**src/rtl/usart_sync_slave_pkg.sv**
```systemverilog
// constants, register layouts and state encodings for the synchronous slave serial port
package usart_sync_slave_pkg;

    typedef logic [7:0] reg_addr_t;
    typedef logic [7:0] reg_data_t;

    // register map
    localparam reg_addr_t TX_CTL_ADDR     = 8'h98;
    localparam reg_addr_t RX_CTL_ADDR     = 8'h18;
    localparam reg_addr_t TXHOLD_ADDR     = 8'h19;
    localparam reg_addr_t RXHOLD_ADDR     = 8'h1A;
    localparam reg_addr_t IRQ_STATUS_ADDR = 8'h0C;
    localparam reg_addr_t IRQ_MASK_ADDR   = 8'h8C;

    // reset values and writable-bit masks
    localparam reg_data_t TX_CTL_RESET = 8'h02;
    localparam reg_data_t RX_CTL_RESET = 8'h00;
    localparam reg_data_t TX_CTL_WMASK = 8'hF5;
    localparam reg_data_t RX_CTL_WMASK = 8'hF0;
    localparam reg_data_t RDATA_IDLE   = 8'h00;

    // core interrupt vector
    localparam logic [15:0] IRQ_VECTOR = 16'h0004;

    // interrupt status and mask bit positions
    localparam int IRQ_TX_FREE = 0;
    localparam int IRQ_RX_DONE = 1;
    localparam int IRQ_RX_ERR  = 2;
    localparam int IRQ_W       = 3;
    localparam logic [IRQ_W-1:0] IRQ_NONE = 3'h0;

    // index of the last bit of a word
    localparam logic [3:0] LAST_BIT_8 = 4'h7;
    localparam logic [3:0] LAST_BIT_9 = 4'h8;
    localparam logic [3:0] BIT_ZERO   = 4'h0;
    localparam logic [3:0] BIT_STEP   = 4'h1;

    // idle level of the transmit line and shift register
    localparam logic [8:0] TX_IDLE_LINE = 9'h1FF;
    localparam logic [8:0] RX_CLEAR     = 9'h000;

    // transmit status and control register image
    typedef struct packed {
        logic clock_source_select;
        logic nine_bit_transmit_select;
        logic transmit_enable_bit;
        logic sync_mode_select;
        logic unused3;
        logic high_speed_rate_select;
        logic shift_reg_empty_flag;
        logic transmit_ninth_bit;
    } tx_ctl_t;

    // receive status and control register image
    typedef struct packed {
        logic serial_port_enable;
        logic nine_bit_receive_select;
        logic single_receive_enable;
        logic continuous_receive_enable;
        logic unused3;
        logic unused2;
        logic overrun_error;
        logic receive_ninth_bit;
    } rx_ctl_t;

    // link state, gray coded along idle -> transmit -> receive
    typedef enum logic [1:0] {
        LINK_IDLE = 2'b00,
        LINK_TX   = 2'b01,
        LINK_RX   = 2'b11
    } link_state_t;

endpackage

```
**src/rtl/usart_sync_slave_port.sv**
```systemverilog
// synchronous slave half-duplex serial port with register port and interrupt logic
// What this block does
// - transmit status and control register at 0x98 with all listed fields
// - shift clock comes only from the external clock pin, never driven
// - clock source bit 7 cleared selects slave operation
// - transfers continue while the core sleeps
// - first written word moves at once into the shift register and shifts
// - second word waits in holding register, buffer free flag stays clear
// - after first word leaves, held word moves in and buffer free sets
// - enabled buffer free flag wakes core; with global enable vector 0x0004
// - single receive enable ignored; only continuous receive enable counts
// - word received during sleep moves into the receive holding register
// - reception sets receive done flag; enabled it interrupts and wakes
// - clearing continuous receive enable clears the overrun flag; the receive error interrupt flag stays set
//
// Chosen here: the strobed register port.
`timescale 1ns/1ps

module usart_sync_slave_port #(
    parameter int SYNC_STAGES = 2
) (
    input  wire logic                          i_core_clk,
    input  wire logic                          i_nrst,
    input  wire usart_sync_slave_pkg::reg_addr_t i_addr,
    input  wire usart_sync_slave_pkg::reg_data_t i_wdata,
    input  wire logic                          i_wr,
    input  wire logic                          i_rd,
    input  wire logic                          i_core_sleep,
    input  wire logic                          i_global_irq_enable,
    input  wire logic                          i_shift_clk,
    input  wire logic                          i_data,
    output usart_sync_slave_pkg::reg_data_t      o_rdata,
    output logic                               o_data,
    output logic                               o_data_oe_n,
    output logic                               o_shift_clk,
    output logic                               o_shift_clk_oe_n,
    output logic                               o_irq,
    output logic                               o_wake,
    output logic                               o_vector_req,
    output logic [15:0]                        o_vector_addr
);
    import usart_sync_slave_pkg::*;

    // the synchroniser needs at least two stages
    if (SYNC_STAGES < 2) begin : g_bad_sync
        $error("SYNC_STAGES must be at least 2");
    end

    tx_ctl_t                tx_ctl;
    rx_ctl_t                rx_ctl;
    link_state_t            state;
    logic [SYNC_STAGES-1:0] clk_sync;
    logic [SYNC_STAGES-1:0] data_sync;
    logic                   clk_prev;
    logic                   clk_fall;
    logic                   data_in;
    logic [3:0]             bit_cnt;
    logic [3:0]             last_tx;
    logic [3:0]             last_rx;
    logic [3:0]             last_bit;
    logic [8:0]             tx_shift;
    logic [7:0]             tx_hold;
    logic                   tx_hold_ninth;
    logic                   tx_hold_full;
    logic [8:0]             rx_shift;
    logic [8:0]             rx_word;
    logic [7:0]             rx_hold;
    logic                   rx_hold_ninth;
    logic                   rx_hold_full;
    logic                   overrun;
    logic [IRQ_W-1:0]       irq_status;
    logic [IRQ_W-1:0]       irq_mask;
    logic [IRQ_W-1:0]       irq_set;
    logic [IRQ_W-1:0]       irq_w1c;
    logic [IRQ_W-1:0]       irq_hw_clr;
    logic                   slave_cfg;
    logic                   tx_on;
    logic                   rx_on;
    logic                   wr_txhold;
    logic                   tx_accept;
    logic                   rd_rxhold;
    logic                   tx_end;
    logic                   tx_move;
    logic                   rx_done;
    logic                   rx_store;
    logic                   shift_empty;
    reg_data_t              tx_ctl_rd;
    reg_data_t              rx_ctl_rd;

    // pin synchronisers; only the last stage feeds any logic
    always_ff @(posedge i_core_clk or negedge i_nrst) begin
        if (!i_nrst) begin
            clk_sync  <= '0;
            data_sync <= '1;
            clk_prev  <= 1'b0;
        end else begin
            clk_sync  <= {clk_sync[SYNC_STAGES-2:0], i_shift_clk};
            data_sync <= {data_sync[SYNC_STAGES-2:0], i_data};
            clk_prev  <= clk_sync[SYNC_STAGES-1];
        end
    end

    // falling edge of the external shift clock is the bit strobe
    assign clk_fall = clk_prev & ~clk_sync[SYNC_STAGES-1];
    assign data_in  = data_sync[SYNC_STAGES-1];

    // mode decode; sleep plays no part, so shifting goes on during sleep
    assign slave_cfg = rx_ctl.serial_port_enable & tx_ctl.sync_mode_select
                     & ~tx_ctl.clock_source_select;
    assign rx_on     = slave_cfg & rx_ctl.continuous_receive_enable;
    assign tx_on     = slave_cfg & tx_ctl.transmit_enable_bit & ~rx_ctl.continuous_receive_enable;
    assign last_tx   = tx_ctl.nine_bit_transmit_select ? LAST_BIT_9 : LAST_BIT_8;
    assign last_rx   = rx_ctl.nine_bit_receive_select ? LAST_BIT_9 : LAST_BIT_8;
    assign last_bit  = (state == LINK_RX) ? last_rx : last_tx;

    // bus strobes
    assign wr_txhold = i_wr && (i_addr == TXHOLD_ADDR);
    assign rd_rxhold = i_rd && (i_addr == RXHOLD_ADDR);
    assign irq_w1c   = (i_wr && (i_addr == IRQ_STATUS_ADDR)) ? i_wdata[IRQ_W-1:0] : IRQ_NONE;

    // transmit hand-off from holding to shift register
    assign tx_end    = (state == LINK_TX) && clk_fall && (bit_cnt == last_tx);
    assign tx_move   = tx_on && tx_hold_full && ((state == LINK_IDLE) || tx_end);
    assign tx_accept = wr_txhold && (!tx_hold_full || tx_move);
    assign shift_empty = (state != LINK_TX);

    // receive completion
    assign rx_done  = (state == LINK_RX) && clk_fall && (bit_cnt == last_rx);
    assign rx_store = rx_done && (!rx_hold_full || rd_rxhold);

    // last incoming bit joins the word in the same cycle it is sampled
    always_comb begin
        rx_word          = rx_shift;
        rx_word[bit_cnt] = data_in;
    end

    // link state machine
    always_ff @(posedge i_core_clk or negedge i_nrst) begin
        if (!i_nrst) begin
            state <= LINK_IDLE;
        end else begin
            case (state)
                LINK_IDLE: begin
                    if (rx_on) begin
                        state <= LINK_RX;
                    end else if (tx_move) begin
                        state <= LINK_TX;
                    end
                end
                LINK_TX: begin
                    if (!tx_on) begin
                        state <= LINK_IDLE;
                    end else if (tx_end && !tx_move) begin
                        state <= LINK_IDLE;
                    end
                end
                LINK_RX: begin
                    if (!rx_on) begin
                        state <= LINK_IDLE;
                    end
                end
                default: begin
                    state <= LINK_IDLE;
                end
            endcase
        end
    end

    // bit counter, shared by both directions since the link is half duplex
    always_ff @(posedge i_core_clk or negedge i_nrst) begin
        if (!i_nrst) begin
            bit_cnt <= BIT_ZERO;
        end else if (tx_move || (state == LINK_IDLE)) begin
            bit_cnt <= BIT_ZERO;
        end else if (clk_fall) begin
            bit_cnt <= (bit_cnt == last_bit) ? BIT_ZERO : bit_cnt + BIT_STEP;
        end
    end

    // transmit holding register; a write while it is occupied is dropped unless the held word moves out in that cycle
    always_ff @(posedge i_core_clk or negedge i_nrst) begin
        if (!i_nrst) begin
            tx_hold       <= '0;
            tx_hold_ninth <= 1'b0;
            tx_hold_full  <= 1'b0;
        end else if (tx_accept) begin
            tx_hold       <= i_wdata;
            tx_hold_ninth <= tx_ctl.transmit_ninth_bit;
            tx_hold_full  <= 1'b1;
        end else if (tx_move) begin
            tx_hold_full  <= 1'b0;
        end
    end

    // transmit shift register, bit 0 is on the line
    always_ff @(posedge i_core_clk or negedge i_nrst) begin
        if (!i_nrst) begin
            tx_shift <= TX_IDLE_LINE;
        end else if (tx_move) begin
            tx_shift <= {tx_hold_ninth, tx_hold};
        end else if ((state == LINK_TX) && clk_fall) begin
            tx_shift <= {1'b1, tx_shift[8:1]};
        end
    end

    // data pin driven while transmit is enabled in slave mode and continuous receive is off; clock pin is never driven
    assign o_data           = tx_shift[0];
    assign o_data_oe_n      = ~tx_on;
    assign o_shift_clk      = 1'b0;
    assign o_shift_clk_oe_n = 1'b1;

    // receive shift and holding registers
    always_ff @(posedge i_core_clk or negedge i_nrst) begin
        if (!i_nrst) begin
            rx_shift      <= RX_CLEAR;
            rx_hold       <= '0;
            rx_hold_ninth <= 1'b0;
            rx_hold_full  <= 1'b0;
        end else begin
            if ((state == LINK_RX) && clk_fall) begin
                rx_shift[bit_cnt] <= data_in;
            end
            if (rx_store) begin
                rx_hold       <= rx_word[7:0];
                rx_hold_ninth <= rx_ctl.nine_bit_receive_select & rx_word[8];
                rx_hold_full  <= 1'b1;
            end else if (rd_rxhold) begin
                rx_hold_full  <= 1'b0;
            end
        end
    end

    // overrun: word lost because the holding register was unread
    always_ff @(posedge i_core_clk or negedge i_nrst) begin
        if (!i_nrst) begin
            overrun <= 1'b0;
        end else if (!rx_ctl.continuous_receive_enable) begin
            overrun <= 1'b0;
        end else if (rx_done && !rx_store) begin
            overrun <= 1'b1;
        end
    end

    // sticky events; a set in the clearing cycle wins
    assign irq_set[IRQ_TX_FREE]    = tx_move && !wr_txhold;
    assign irq_set[IRQ_RX_DONE]    = rx_store;
    assign irq_set[IRQ_RX_ERR]     = rx_done && !rx_store;
    assign irq_hw_clr[IRQ_TX_FREE] = tx_accept;
    assign irq_hw_clr[IRQ_RX_DONE] = 1'b0;
    assign irq_hw_clr[IRQ_RX_ERR]  = 1'b0;

    always_ff @(posedge i_core_clk or negedge i_nrst) begin
        if (!i_nrst) begin
            irq_status <= IRQ_NONE;
        end else begin
            irq_status <= (irq_status & ~irq_w1c & ~irq_hw_clr) | irq_set;
        end
    end

    // interrupt, wake and vector request
    assign o_irq         = |(irq_status & irq_mask);
    assign o_wake        = o_irq & i_core_sleep;
    assign o_vector_req  = o_irq & i_global_irq_enable;
    assign o_vector_addr = IRQ_VECTOR;

    // control register writes; read-only and unused bits are masked off
    always_ff @(posedge i_core_clk or negedge i_nrst) begin
        if (!i_nrst) begin
            tx_ctl   <= tx_ctl_t'(TX_CTL_RESET);
            rx_ctl   <= rx_ctl_t'(RX_CTL_RESET);
            irq_mask <= IRQ_NONE;
        end else if (i_wr) begin
            if (i_addr == TX_CTL_ADDR) begin
                tx_ctl <= tx_ctl_t'(i_wdata & TX_CTL_WMASK);
            end else if (i_addr == RX_CTL_ADDR) begin
                rx_ctl <= rx_ctl_t'(i_wdata & RX_CTL_WMASK);
            end else if (i_addr == IRQ_MASK_ADDR) begin
                irq_mask <= i_wdata[IRQ_W-1:0];
            end
        end
    end

    // read images with live status fields
    assign tx_ctl_rd = {tx_ctl.clock_source_select, tx_ctl.nine_bit_transmit_select,
                        tx_ctl.transmit_enable_bit, tx_ctl.sync_mode_select, 1'b0,
                        tx_ctl.high_speed_rate_select, shift_empty, tx_ctl.transmit_ninth_bit};
    assign rx_ctl_rd = {rx_ctl.serial_port_enable, rx_ctl.nine_bit_receive_select,
                        rx_ctl.single_receive_enable, rx_ctl.continuous_receive_enable,
                        2'b00, overrun, rx_hold_ninth};

    // read data stands one cycle after the strobe, zero otherwise
    always_ff @(posedge i_core_clk or negedge i_nrst) begin
        if (!i_nrst) begin
            o_rdata <= RDATA_IDLE;
        end else if (!i_rd) begin
            o_rdata <= RDATA_IDLE;
        end else if (i_addr == TX_CTL_ADDR) begin
            o_rdata <= tx_ctl_rd;
        end else if (i_addr == RX_CTL_ADDR) begin
            o_rdata <= rx_ctl_rd;
        end else if (i_addr == RXHOLD_ADDR) begin
            o_rdata <= rx_hold;
        end else if (i_addr == IRQ_STATUS_ADDR) begin
            o_rdata <= {5'h00, irq_status};
        end else if (i_addr == IRQ_MASK_ADDR) begin
            o_rdata <= {5'h00, irq_mask};
        end else begin
            o_rdata <= RDATA_IDLE;
        end
    end
endmodule

```
**config.mk**
```make
export PLATFORM = sky130hd
export DESIGN_NAME = usart_sync_slave_port
export DESIGN_NICKNAME = d
export VERILOG_FILES = /design/src/rtl/usart_sync_slave_pkg.sv /design/src/rtl/usart_sync_slave_port.sv
export SDC_FILE = /design/constraint.sdc
export NUM_CORES = 1
export LEC_CHECK = 0
export ABC_AREA = 1
export CAP_MARGIN = 5
export CORE_MARGIN = 2
export CORE_UTILIZATION = 45
export DETAILED_ROUTE_END_ITERATION = 16
export DONT_BUFFER_PORTS = 1
export GPL_ROUTABILITY_DRIVEN = 0
export PLACE_DENSITY = 0.68
export SYNTH_ARGS = -nofsm -noshare
export SYNTH_HDL_FRONTEND = slang
export SYNTH_SLANG_ARGS = --single-unit
```
**constraint.sdc**
```tcl
create_clock -name i_core_clk -period 1.7 [get_ports i_core_clk]
set_clock_uncertainty 0.1 [all_clocks]
set_input_delay 0.34 -clock i_core_clk [delete_from_list [all_inputs] [get_ports i_core_clk]]
set_output_delay 0.34 -clock i_core_clk [all_outputs]
set_load 0.1 [all_outputs]
```
Word level (Yosys, flattened, before mapping)
Cells that the tools add are included.

word-level totals
  memory bits (read-only) = 0
  memory bits (writable) = 0
  latch bits = 0
  memories = 0
  input bits = 24
  output and inout bits = 31
  flip-flop bits (word level) = 74
  word-level logic and storage cells = 131

operators by class
  shift-type cells = 0
  reductions and logical operators = 34
  bitwise logic cells = 21
  divide/modulo/power cells = 0
  magnitude comparators = 2
  mux-type cells = 30
  multipliers = 0
  equality and inequality tests = 16
  $add $sub $neg = 1

operators with widths
  kind                                                                                  number
  8-bit 2-to-1 mux                                                                      4
  8-bit by 5-bit == test with 1-bit output (second input constant)                      3
  4-bit 2-to-1 mux                                                                      6
  9-bit 2-to-1 mux                                                                      2
  8-bit == test (second input constant)                                                 2
  1-bit logical AND                                                                     15
  4-bit == test                                                                         3
  2-bit 2-to-1 mux                                                                      5
  1-bit AND                                                                             9
  3-bit AND                                                                             3
  9-bit bitwise mux                                                                     1
  3-bit 2-to-1 mux                                                                      3
  8-bit by 4-bit == test with 1-bit output (second input constant)                      1
  2-bit nonzero test                                                                    4
  1-bit 2-to-1 mux                                                                      7
  1-bit inverter                                                                        6
  2-bit one-hot mux with 3 select lines                                                 1
  3-bit AND reduction                                                                   2
  1-bit logical NOT                                                                     5
  4-bit by 5-bit less-than comparator with 1-bit output (second input constant)         1
  4-bit by 1-bit adder with 4-bit output (second input constant)                        1
  1-bit demux with 4-bit select                                                         1
  4-bit by 1-bit greater-or-equal comparator with 1-bit output (second input constant)  1
  1-bit logical OR                                                                      4
  13 further kinds                                                                      14

Logic depth before layout (Yosys ltp)
Gate-level depths: netlist of the first run.

  depth after elaboration = 11
  gate-level depth with buffers = 12
  depth with buffers taken out = 11

Worst setup path before layout of the first run
Ideal clock, no wire load.

  kind = reg2reg
  start = register tx_ctl[4] (netlist name)
  end = register tx_hold_ninth
  setup time = 0.116 ns
  cell stages (with the launch flop) = 11
  period minus slack after synthesis = 2.416 ns
  required time = 1.484 ns
  arrival time = 2.200 ns
  setup slack = -0.716 ns
  cells stage by stage = dfrtp_1 nand2_1 nor2_1 nand3_1 nor2_1 nand2_2 nand2_2 nand2_2 buf_6 nand2_1 nand2_1

between the ends
  longest elaborated chain between the ends = 8

ends and longest elaborated chain
  element                          line                          source
  start: declaration               usart_sync_slave_port.sv:49   tx_ctl_t tx_ctl;
  start signal: assignment         usart_sync_slave_port.sv:269  tx_ctl <= tx_ctl_t'(TX_CTL_RESET);
  start signal: assignment         usart_sync_slave_port.sv:274  tx_ctl <= tx_ctl_t'(i_wdata & TX_CTL_WMASK);
  1-bit AND                        usart_sync_slave_port.sv:108  assign slave_cfg = rx_ctl.serial_port_enable & tx_ctl.sync_mode_select
  1-bit AND                        usart_sync_slave_port.sv:109  & ~tx_ctl.clock_source_select;
  1-bit AND (2 in series)          usart_sync_slave_port.sv:111  assign tx_on = slave_cfg & tx_ctl.transmit_enable_bit & ~rx_ctl.continuous_receive_enable;
  1-bit logical AND (2 in series)  usart_sync_slave_port.sv:123  assign tx_move = tx_on && tx_hold_full && ((state == LINK_IDLE) || tx_end);
  1-bit logical OR                 usart_sync_slave_port.sv:124  assign tx_accept = wr_txhold && (!tx_hold_full || tx_move);
  1-bit logical AND                usart_sync_slave_port.sv:124
  end signal: assignment           usart_sync_slave_port.sv:188  tx_hold_ninth <= tx_ctl.transmit_ninth_bit;
  end: declaration                 usart_sync_slave_port.sv:63   logic tx_hold_ninth;

Every way passes these cells.
A chain may end at the register's enable or synchronous reset.

Worst setup path in the final report of the first run
  start = register rx_ctl[7] (netlist name)
  end = output o_data_oe_n

between the ends
  longest elaborated chain between the ends = 5

ends and longest elaborated chain
  element                   line                          source
  start: declaration        usart_sync_slave_port.sv:50   rx_ctl_t rx_ctl;
  start signal: assignment  usart_sync_slave_port.sv:270  rx_ctl <= rx_ctl_t'(RX_CTL_RESET);
  start signal: assignment  usart_sync_slave_port.sv:276  rx_ctl <= rx_ctl_t'(i_wdata & RX_CTL_WMASK);
  1-bit AND                 usart_sync_slave_port.sv:108
  1-bit AND                 usart_sync_slave_port.sv:109
  1-bit AND (2 in series)   usart_sync_slave_port.sv:111
  1-bit inverter            usart_sync_slave_port.sv:208  assign o_data_oe_n = ~tx_on;
  end: declaration          usart_sync_slave_port.sv:34   output logic o_data_oe_n,

Every way passes these cells.

==> impl_metrics.yaml, run 1 <==
status:
  outcome: "complete, but fails checks"
  failed_checks: "negative hold slack, negative setup slack"
pwr:
  p_seq_share_pct: 46.4
  intPower_w: 0.002964
  irDropWorstVdd_mv: 0.5527
  pwr-share-comb_pct: 7.6
  p_leak_nw: 2.178
  power_frac_clock_pct: 46.0
  switchingPower_w: 0.0009298
  switching_share_pct: 23.88
  powerDensity_nw_per_um2: 884.7
cts:
  cts-buffers-inserted: 9
  clk_path_buf_depth: 2
  clk_pin_slew_worst_paths_ns: 0.08
  cts_sinks: 74
  clock_latency_ns: 0.34
  cts_hold_buf: 3
  clockRootBuffer: "clkbuf_8"
  h-tree-depth: 3
  cts_tree: "yes"
floorplanning:
  pin_count: 55
  initial_core_util_pct: 47.08
  dieArea_sq_um: 8908
  core_area_sq_um: 7807
  fp.dieH_um: 94.38
  placementRows: 32
  die_w_um: 94.38
critical_path:
  cp_cell_sequence: "nand2_2 -> nor2_4 -> nand3_4 -> buf_12"
  path_max_fanout: 3
  path_class: "reg2out"
  worstSetupStartpointType: "flop"
  cp_top_family: "flip-flops"
  max_stage_delay_ns: 0.40
  crit_required_ns: 1.26
  crit_path_end_kind: "output pin"
  worst-path-buf-inv: 1
  slowest_stage: "dfrtp_1"
  crit_arrival_ns: 1.29
sta:
  relSlewSlack_pct: 66.03
  post-route-period-util_pct: 101.7
  tightest_slew_ns: 0.5096
  setup-tns-final_ns: -0.05224
  rsz0062_at_grt: "true"
  hold_viol_final: 74
  max_freq_ghz: 0.5784
  final-setup-viol-count: 3
  setup_slack_ns: -0.02903
  drv_slew: 0
  timing.hold.ws_ns: -0.4245
  finalCriticalPeriod_ns: 1.729
synth:
  async_flop_share_pct: 100.0
  yosysSeqAreaShare_pct: 50.75
  synth_area_per_cell_sq_um: 8.224
  synth_top_cell_area_share_pct: 42.89
  synth_area_leader_cell: "dfrtp_1"
  netlist_instances: 447
  synth-main-ff-cell: "dfrtp_1"
  synthTopCellsByArea: "dfrtp_1 43%, nand2_1 15%, dfstp_2 7.9%, nand3_1 6.0%, inv_1 5.0%"
  synth_warnings: 0
  synth_edf_count: 0
  synth_seq_cells: 74
  synthDistinctLibCells: 32
  syn_area_sq_um: 3676
placed_design:
  dpl.hpwl_mm: 5.777
  portBuffers: 0
  dp.cells: 566
  place_ws_ns: 0.07253
final_layout:
  layout_common_cells: "137 x nand2_1, 61 x dfrtp_1, 47 x inv_1"
  final_cells: 598
  syn_to_final_growth_pct: 19.74
  fin_util_pct: 56.38
  drive_gt1_share_pct: 21.57
  fillers: 728
  final_common_cell: "nand2_1"
  nets: 519
  num_antenna_cells: 0
worst_hold_path:
  hold_path.class: "in2async"
detailed_routing:
  vias: 3010
  wl_per_cell_um: 13.40
  drc: 0
  viasPerCell: 5.033
  first_pass_iters: 4
  wl_mm: 8.011
  drtIter0Drc: 218
  ant_nets: 0
global_routing:
  grt_pass1_vias: 3001
  grt_usage_pct: 19.42
  antenna_found_initial: 0
  grt_max_degree: 75
  overflow: 0
  grt_pass1_wl_mm: 13.35
flow_run:
  maxCapViolations: 0
[cell type report]
cell class                      instances  area (sq um)  share of cell area [%]
Clock buffer                           10         127.6                   2.899
Multi-Input combinational cell        312          1582                   35.93
Sequential cell                        74          1868                   42.44
Tap cell                              102         127.6                   2.899
Timing Repair Buffer                   41         352.8                   8.016
Clock inverter                          6         137.6                   3.127
Inverter                               53         206.4                   4.690
[worst register-to-register path: cells and delay by family, from the launching register on]
family,cells,cell delay (ns)
DFF,1,0.44
and+or+nand+nor,10,0.94
[registers in the layout, summed over array words and instances, names as in the netlist, 4 cells and up]
name and cells:
rx_hold 8, tx_ctl 6, rx_ctl 4, o_rdata 8, tx_hold 8, rx_shift 9
bit_cnt 4, tx_shift 9
[logic make-up after synthesis]
logic type      synth area share, %
compound gates                9.666
xor+xnor                     0.7149
fa+ha+maj                     1.362
buf+inv                       10.28
flops                         50.75
other cells                  0.2043
simple gates                  27.02
[repair_timing]
item                       CTS  global route
resized for setup            5             9
hold endpoints to repair    79            74
buffers inserted             6             7
pin swaps                    1             3
setup endpoints to repair    3            32
[power by group through the flow]
stage | Sequential [W] | Combinational, W | Clock, W
2_1_floorplan | 0.00184 | 0.000281 | 0
3_3_place_gp | 0.00184 | 0.000270 | 0
3_5_place_dp | 0.00184 | 0.000273 | 0
4_1_cts | 0.00181 | 0.000289 | 0.00184
5_1_grt | 0.00181 | 0.000313 | 0.00190
6_report | 0.00181 | 0.000297 | 0.00179
[synthesized netlist by cell type, drive strengths merged, types with 3 or more instances]
cell   instances
a21oi          9
o21ai         43
nor2          22
inv           53
xor2           3
a31oi          6
nor3           9
nand3         45
dfrtp         63
nand2        148
buf           23
ha             4
dfstp         11
[final timing paths]
check / depth (start not counted) / to / start / slack (ns)
worst max-delay path: 4 / o_data_oe_n / rx_ctl[7]$_DFFE_PN0P_ / -0.03
min in group i_core_clk: 2 / tx_hold[7]$_DFFE_PN0P_ / i_wdata[7] / 0.03
worst max register to register: 10 / tx_hold[6]$_DFFE_PN0P_ / bit_cnt[1]$_DFFE_PN0P_ / 0.11
max in group asynchronous: 0 / tx_shift[6]$_DFFE_PN1P_ / i_nrst / 1.71
worst min register to register: 0 / clk_sync[1]$_DFF_PN0_ / clk_sync[0]$_DFF_PN0_ / 0.26
worst min-delay path: 0 / o_rdata[3]$_DFF_PN0_ / i_nrst / -0.42
[metal layers]
| metal | track usage [%] | wire length [um] |
|---|---|---|
| met1 | 24.04 | 3587 |
| met2 | 32.20 | 3871 |
| met4 | 10.27 | 133 |
| met3 | 3.831 | 418 |
| met5 | 0 | 0 |
[metrics by stage]
stage	total power [W]	hold WS, ns	instance area [sq um]
3_5_place_dp	0.002113	-0.05297	3953
4_1_cts	0.003931	-0.4436	4315
3_3_place_gp	0.002108	-0.05252	3953
5_1_grt	0.004026	-0.4510	4402
6_report	0.003894	-0.4245	4402
2_1_floorplan	0.002117	-0.05559	3791
Power figures use the tool's default switching activity.
==> run 2, diff against run 1 <==
--- a/config.mk
+++ b/config.mk
@@ -13,6 +13,7 @@
 export DONT_BUFFER_PORTS = 1
 export GPL_ROUTABILITY_DRIVEN = 0
 export PLACE_DENSITY = 0.68
+export REMOVE_ABC_BUFFERS = 1
 export SYNTH_ARGS = -nofsm -noshare
 export SYNTH_HDL_FRONTEND = slang
 export SYNTH_SLANG_ARGS = --single-unit
==> constraint.sdc (replaced) <==
create_clock -name i_core_clk -period 1.7 [get_ports i_core_clk]
set_clock_uncertainty 0.1 [all_clocks]
set_input_delay 0.34 -clock i_core_clk [delete_from_list [all_inputs] [get_ports i_core_clk]]
set_output_delay 0.34 -clock i_core_clk [all_outputs]
set_load 0.005 [all_outputs]
==> impl_metrics.yaml, run 2 (same netlist as run 1, synthesis figures left out) <==
detailed_routing:
  drtIter0Drc: 200
  wl_per_cell_um: 13.05
  viasPerCell: 4.969
  wl_mm: 7.518
  first_pass_iters: 4
  ant_nets: 0
  vias: 2862
  drc: 0
status:
  outcome: "complete, but fails checks"
  failed_checks: "negative hold slack"
floorplanning:
  dieArea_sq_um: 8908
  fp.dieH_um: 94.38
  placementRows: 32
  core_area_sq_um: 7807
  pin_count: 55
  die_w_um: 94.38
  initial_core_util_pct: 47.08
cts:
  cts-buffers-inserted: 9
  clk_pin_slew_worst_paths_ns: 0.08
  h-tree-depth: 3
  cts_sinks: 74
  cts_tree: "yes"
  clockRootBuffer: "clkbuf_8"
  cts_hold_buf: 3
  clock_latency_ns: 0.36
  clk_path_buf_depth: 2
sta:
  timing.hold.ws_ns: -0.4309
  setup_slack_ns: 0.04599
  final-setup-viol-count: 0
  drv_slew: 0
  hold_viol_final: 74
  finalCriticalPeriod_ns: 1.654
  max_freq_ghz: 0.6046
  post-route-period-util_pct: 97.29
final_layout:
  final_cells: 576
  top_regs: "rx_shift: 9 flops, tx_shift: 9 flops"
  nets: 497
  layout_common_cells: "141 x nand2_1, 59 x dfrtp_1, 48 x inv_1"
  drive_gt1_share_pct: 17.30
  num_antenna_cells: 0
  fillers: 719
  syn_to_final_growth_pct: 11.54
  final_common_cell: "nand2_1"
global_routing:
  grt_usage_pct: 18.37
  grt_pass1_wl_mm: 12.52
  grt_max_degree: 75
  antenna_found_initial: 0
  overflow: 0
  grt_pass1_vias: 2623
placed_design:
  dp.cells: 555
  place_ws_ns: 0.05559
  dpl.hpwl_mm: 5.348
  portBuffers: 0
pwr:
  powerDensity_nw_per_um2: 796.5
  irDropWorstVdd_mv: 0.3411
  p_leak_nw: 2.016
  power_w: 0.003266
critical_path:
  path_max_fanout: 4
  max_stage_delay_ns: 0.38
  cp_cell_sequence: "nand2_1 -> nor2_2 -> nand3_2 -> buf_6"
  crit_path_end_kind: "output pin"
  worstSetupStartpointType: "flop"
  slowest_stage: "dfrtp_1"
  crit_arrival_ns: 1.21
  path_class: "reg2out"
  crit_required_ns: 1.26
flow_run:
  maxCapViolations: 0
worst_hold_path:
  hold_path.class: "in2async"
[run 2: cell count changes in the layout (fill, tap and decap cells not counted), sizes merged]
cell      change
buf          -22
bufinv        -3
clkbuf        +1
clkinv        +1
clkinvlp      +1
[run 2: layout make-up]
cell class | instances | area, sq um | area share [%]
Clock buffer | 11 | 141.4 | 3.448
Clock inverter | 5 | 55.05 | 1.343
Inverter | 53 | 202.7 | 4.944
Multi-Input combinational cell | 312 | 1541 | 37.60
Sequential cell | 74 | 1871 | 45.62
Tap cell | 102 | 127.6 | 3.113
Timing Repair Buffer | 19 | 161.4 | 3.937
[run 2: timing repair]
action	in CTS	in global routing
endpoints found under the hold margin	78	74
buffers inserted	0	2
gates resized for setup	0	21
setup endpoints to repair	0	32
[run 2: final timing paths]
path	cells after the start	slack, ns	start	to
worst max-delay path	4	0.05	tx_ctl[4]$_DFFE_PN0P_	o_data_oe_n
worst min-delay path	0	-0.43	i_nrst	rx_shift[7]$_DFFE_PN0P_
worst max register to register	6	0.13	bit_cnt[2]$_DFFE_PN0P_	rx_hold[2]$_DFFE_PN0P_
worst min register to register	0	0.25	clk_sync[0]$_DFF_PN0_	clk_sync[1]$_DFF_PN0_
max in group asynchronous	0	1.73	i_nrst	tx_shift[1]$_DFFE_PN1P_
min in group i_core_clk	2	0.02	i_wdata[1]	tx_hold[1]$_DFFE_PN0P_
[run 2: through the flow]
stage	TNS [ns]	area (sq um)	utilization (%)
2_1_floorplan	-0.5165	3557	-
3_3_place_gp	0	3790	48.54
3_5_place_dp	0	3790	48.54
4_1_cts	0	4016	51.44
5_1_grt	-0.03115	4100	52.52
6_report	0	4100	52.52
[run 2: worst max-delay path: cells and delay by family, from the launching register on]
| kind | cells | cell delay, ns |
|---|---|---|
| AND/OR/NAND/NOR | 3 | 0.33 |
| flip-flops | 1 | 0.38 |
| buffers and inverters | 1 | 0.15 |
[run 2: routing by layer]
layer | vias to the layer above | GRT usage [%] | share of wire, %
met5 | - | 0 | 0
met4 | 0 | 8.454 | 2.1
met3 | 13 | 4.230 | 5.9
met2 | 84 | 26.96 | 45
met1 | 1331 | 25.89 | 47
li1 | 1434 | - | -
[run 2: report_power, final]
part           leakage, nW  internal, W  total (W)  switching [W]
Sequential           0.968      0.00179    0.00180      0.0000185
Clock               0.0953     0.000713    0.00137       0.000660
Combinational        0.953    0.0000300  0.0000881      0.0000581
Total                 2.02      0.00253    0.00327       0.000737
==> run 3, diff against run 2 <==
--- a/config.mk
+++ b/config.mk
@@ -7,12 +7,14 @@
 export LEC_CHECK = 0
 export ABC_AREA = 1
 export CAP_MARGIN = 5
+export CELL_PAD_IN_SITES_DETAIL_PLACEMENT = 1
+export CELL_PAD_IN_SITES_GLOBAL_PLACEMENT = 1
 export CORE_MARGIN = 2
 export CORE_UTILIZATION = 45
 export DETAILED_ROUTE_END_ITERATION = 16
 export DONT_BUFFER_PORTS = 1
 export GPL_ROUTABILITY_DRIVEN = 0
-export PLACE_DENSITY = 0.68
+export PLACE_DENSITY = 0.84
 export REMOVE_ABC_BUFFERS = 1
 export SYNTH_ARGS = -nofsm -noshare
 export SYNTH_HDL_FRONTEND = slang
==> impl_metrics.yaml, run 3 (same netlist as run 1, synthesis figures left out) <==
flow_run:
  maxCapViolations: 0
sta:
  hold_viol_final: 74
  final-setup-viol-count: 1
  drv_slew: 0
  timing.hold.ws_ns: -0.4254
  setup_slack_ns: -0.001770
  max_freq_ghz: 0.5876
  rsz0062_at_grt: "true"
  post-route-period-util_pct: 100.1
  setup-tns-final_ns: -0.001770
  finalCriticalPeriod_ns: 1.702
pwr:
  powerDensity_nw_per_um2: 829.1
  switchingPower_w: 0.0007824
  intPower_w: 0.002686
  p_leak_nw: 2.057
  pwr-share-comb_pct: 2.8
  power_frac_clock_pct: 45.1
  irDropWorstVdd_mv: 0.3297
  p_seq_share_pct: 52.1
  switching_share_pct: 22.56
floorplanning:
  dieArea_sq_um: 8908
  fp.dieH_um: 94.38
  core_area_sq_um: 7807
  placementRows: 32
  initial_core_util_pct: 47.08
  pin_count: 55
  die_w_um: 94.38
detailed_routing:
  ant_nets: 0
  first_pass_iters: 4
  wl_mm: 9.719
  drtIter0Drc: 151
  drc: 0
  wl_per_cell_um: 16.73
  vias: 3062
  viasPerCell: 5.270
global_routing:
  grt_usage_pct: 23.13
  grt_pass1_wl_mm: 15.74
  antenna_found_initial: 0
  grt_max_degree: 75
  overflow: 0
  grt_pass1_vias: 3227
final_layout:
  final_cells: 581
  syn_to_final_growth_pct: 13.82
  num_antenna_cells: 0
  fin_area_sq_um: 4184
  nets: 502
  layout_common_cells: "140 x nand2_1, 59 x dfrtp_1, 47 x inv_1"
  multi_input_area_sq_um: 1556
  top_regs: "rx_shift: 9 flops, tx_shift: 9 flops"
  fillers: 938
  drive_gt1_share_pct: 19.00
  seq_area_sq_um: 1871
  final_common_cell: "nand2_1"
cts:
  clockRootBuffer: "clkbuf_8"
  clock_latency_ns: 0.35
  cts_tree: "yes"
  clk_pin_slew_worst_paths_ns: 0.09
  clk_path_buf_depth: 2
  h-tree-depth: 3
  cts_sinks: 74
  cts-buffers-inserted: 9
  cts_hold_buf: 3
critical_path:
  path_max_fanout: 3
  crit_path_end_kind: "output pin"
  crit_arrival_ns: 1.26
  path_class: "reg2out"
  crit_required_ns: 1.26
  worstSetupStartpointType: "flop"
placed_design:
  place_ws_ns: -0.02103
  placed_area_sq_um: 3805
  portBuffers: 0
  dp.cells: 557
  dpl.hpwl_mm: 6.618
worst_hold_path:
  hold_path.class: "in2async"
status:
  failed_checks: "negative hold slack, negative setup slack"
  outcome: "complete, but fails checks"
## run 3: cell count changes in the layout (fill, tap and decap cells not counted), sizes merged
cell	change
clkbuf	-1
bufinv	+1
clkinvlp	-1
buf	+5
clkinv	+1
## run 3: worst paths after layout
path / startpoint / to / slack, ns / depth (start not counted)
setup reg to reg: tx_ctl[4]$_DFFE_PN0P_ / tx_hold[1]$_DFFE_PN0P_ / 0.10 / 9
hold / removal: i_nrst / o_rdata[4]$_DFF_PN0_ / -0.43 / 0
hold reg to reg: clk_sync[0]$_DFF_PN0_ / clk_sync[1]$_DFF_PN0_ / 0.25 / 0
min in group i_core_clk: i_rd / o_rdata[5]$_DFF_PN0_ / 0.03 / 2
setup / recovery: tx_ctl[4]$_DFFE_PN0P_ / o_data_oe_n / -0.002 / 4
max in group asynchronous: i_nrst / tx_shift[7]$_DFFE_PN1P_ / 1.71 / 0
## run 3: layout make-up
cell class	instances	share of cell area (%)
clock buffer	10	3.289
clock inverter	6	2.153
timing repair buffer	24	4.755
tap	102	3.050
inverter	53	4.844
sequential	74	44.71
multi-input combinational	312	37.20
## run 3: metrics by stage
stage / util [%] / total power, W
2_1_floorplan: - / 0.001896
3_3_place_gp: 48.73 / 0.001914
6_report: 53.59 / 0.003469
4_1_cts: 52.40 / 0.003493
5_1_grt: 53.59 / 0.003615
3_5_place_dp: 48.73 / 0.001921
## run 3: worst max-delay path: stages (launching register included)
cell and delay, ns:
dfrtp_1 0.40, nand2_2 0.10, nor2_4 0.16, nand3_4 0.11, buf_6 0.14
## run 3: timing repair
item / 4_1_cts / 5_1_grt
setup endpoints to repair: 2 / 24
endpoints found under the hold margin: 78 / 74
pin swaps: 1 / 3
buffers inserted: 2 / 3
gates resized for setup: 5 / 22
gates cloned: 0 / 0
## run 3: per-layer routing
| layer | track usage, % | wire (um) |
|---|---|---|
| met3 | 5.427 | 347 |
| met1 | 29.05 | 4238 |
| met4 | 7.850 | 125 |
| met5 | 0 | 0 |
| met2 | 39.40 | 5008 |
## run 3: power groups by stage
| stage | Clock, W | Combinational, W | Sequential, W |
|---|---|---|---|
| 3_3_place_gp | 0 | 0.0000770 | 0.00184 |
| 3_5_place_dp | 0 | 0.0000820 | 0.00184 |
| 4_1_cts | 0.00159 | 0.0000941 | 0.00180 |
| 5_1_grt | 0.00169 | 0.000112 | 0.00181 |
| 6_report | 0.00156 | 0.0000969 | 0.00181 |
| 2_1_floorplan | 0 | 0.0000640 | 0.00183 |
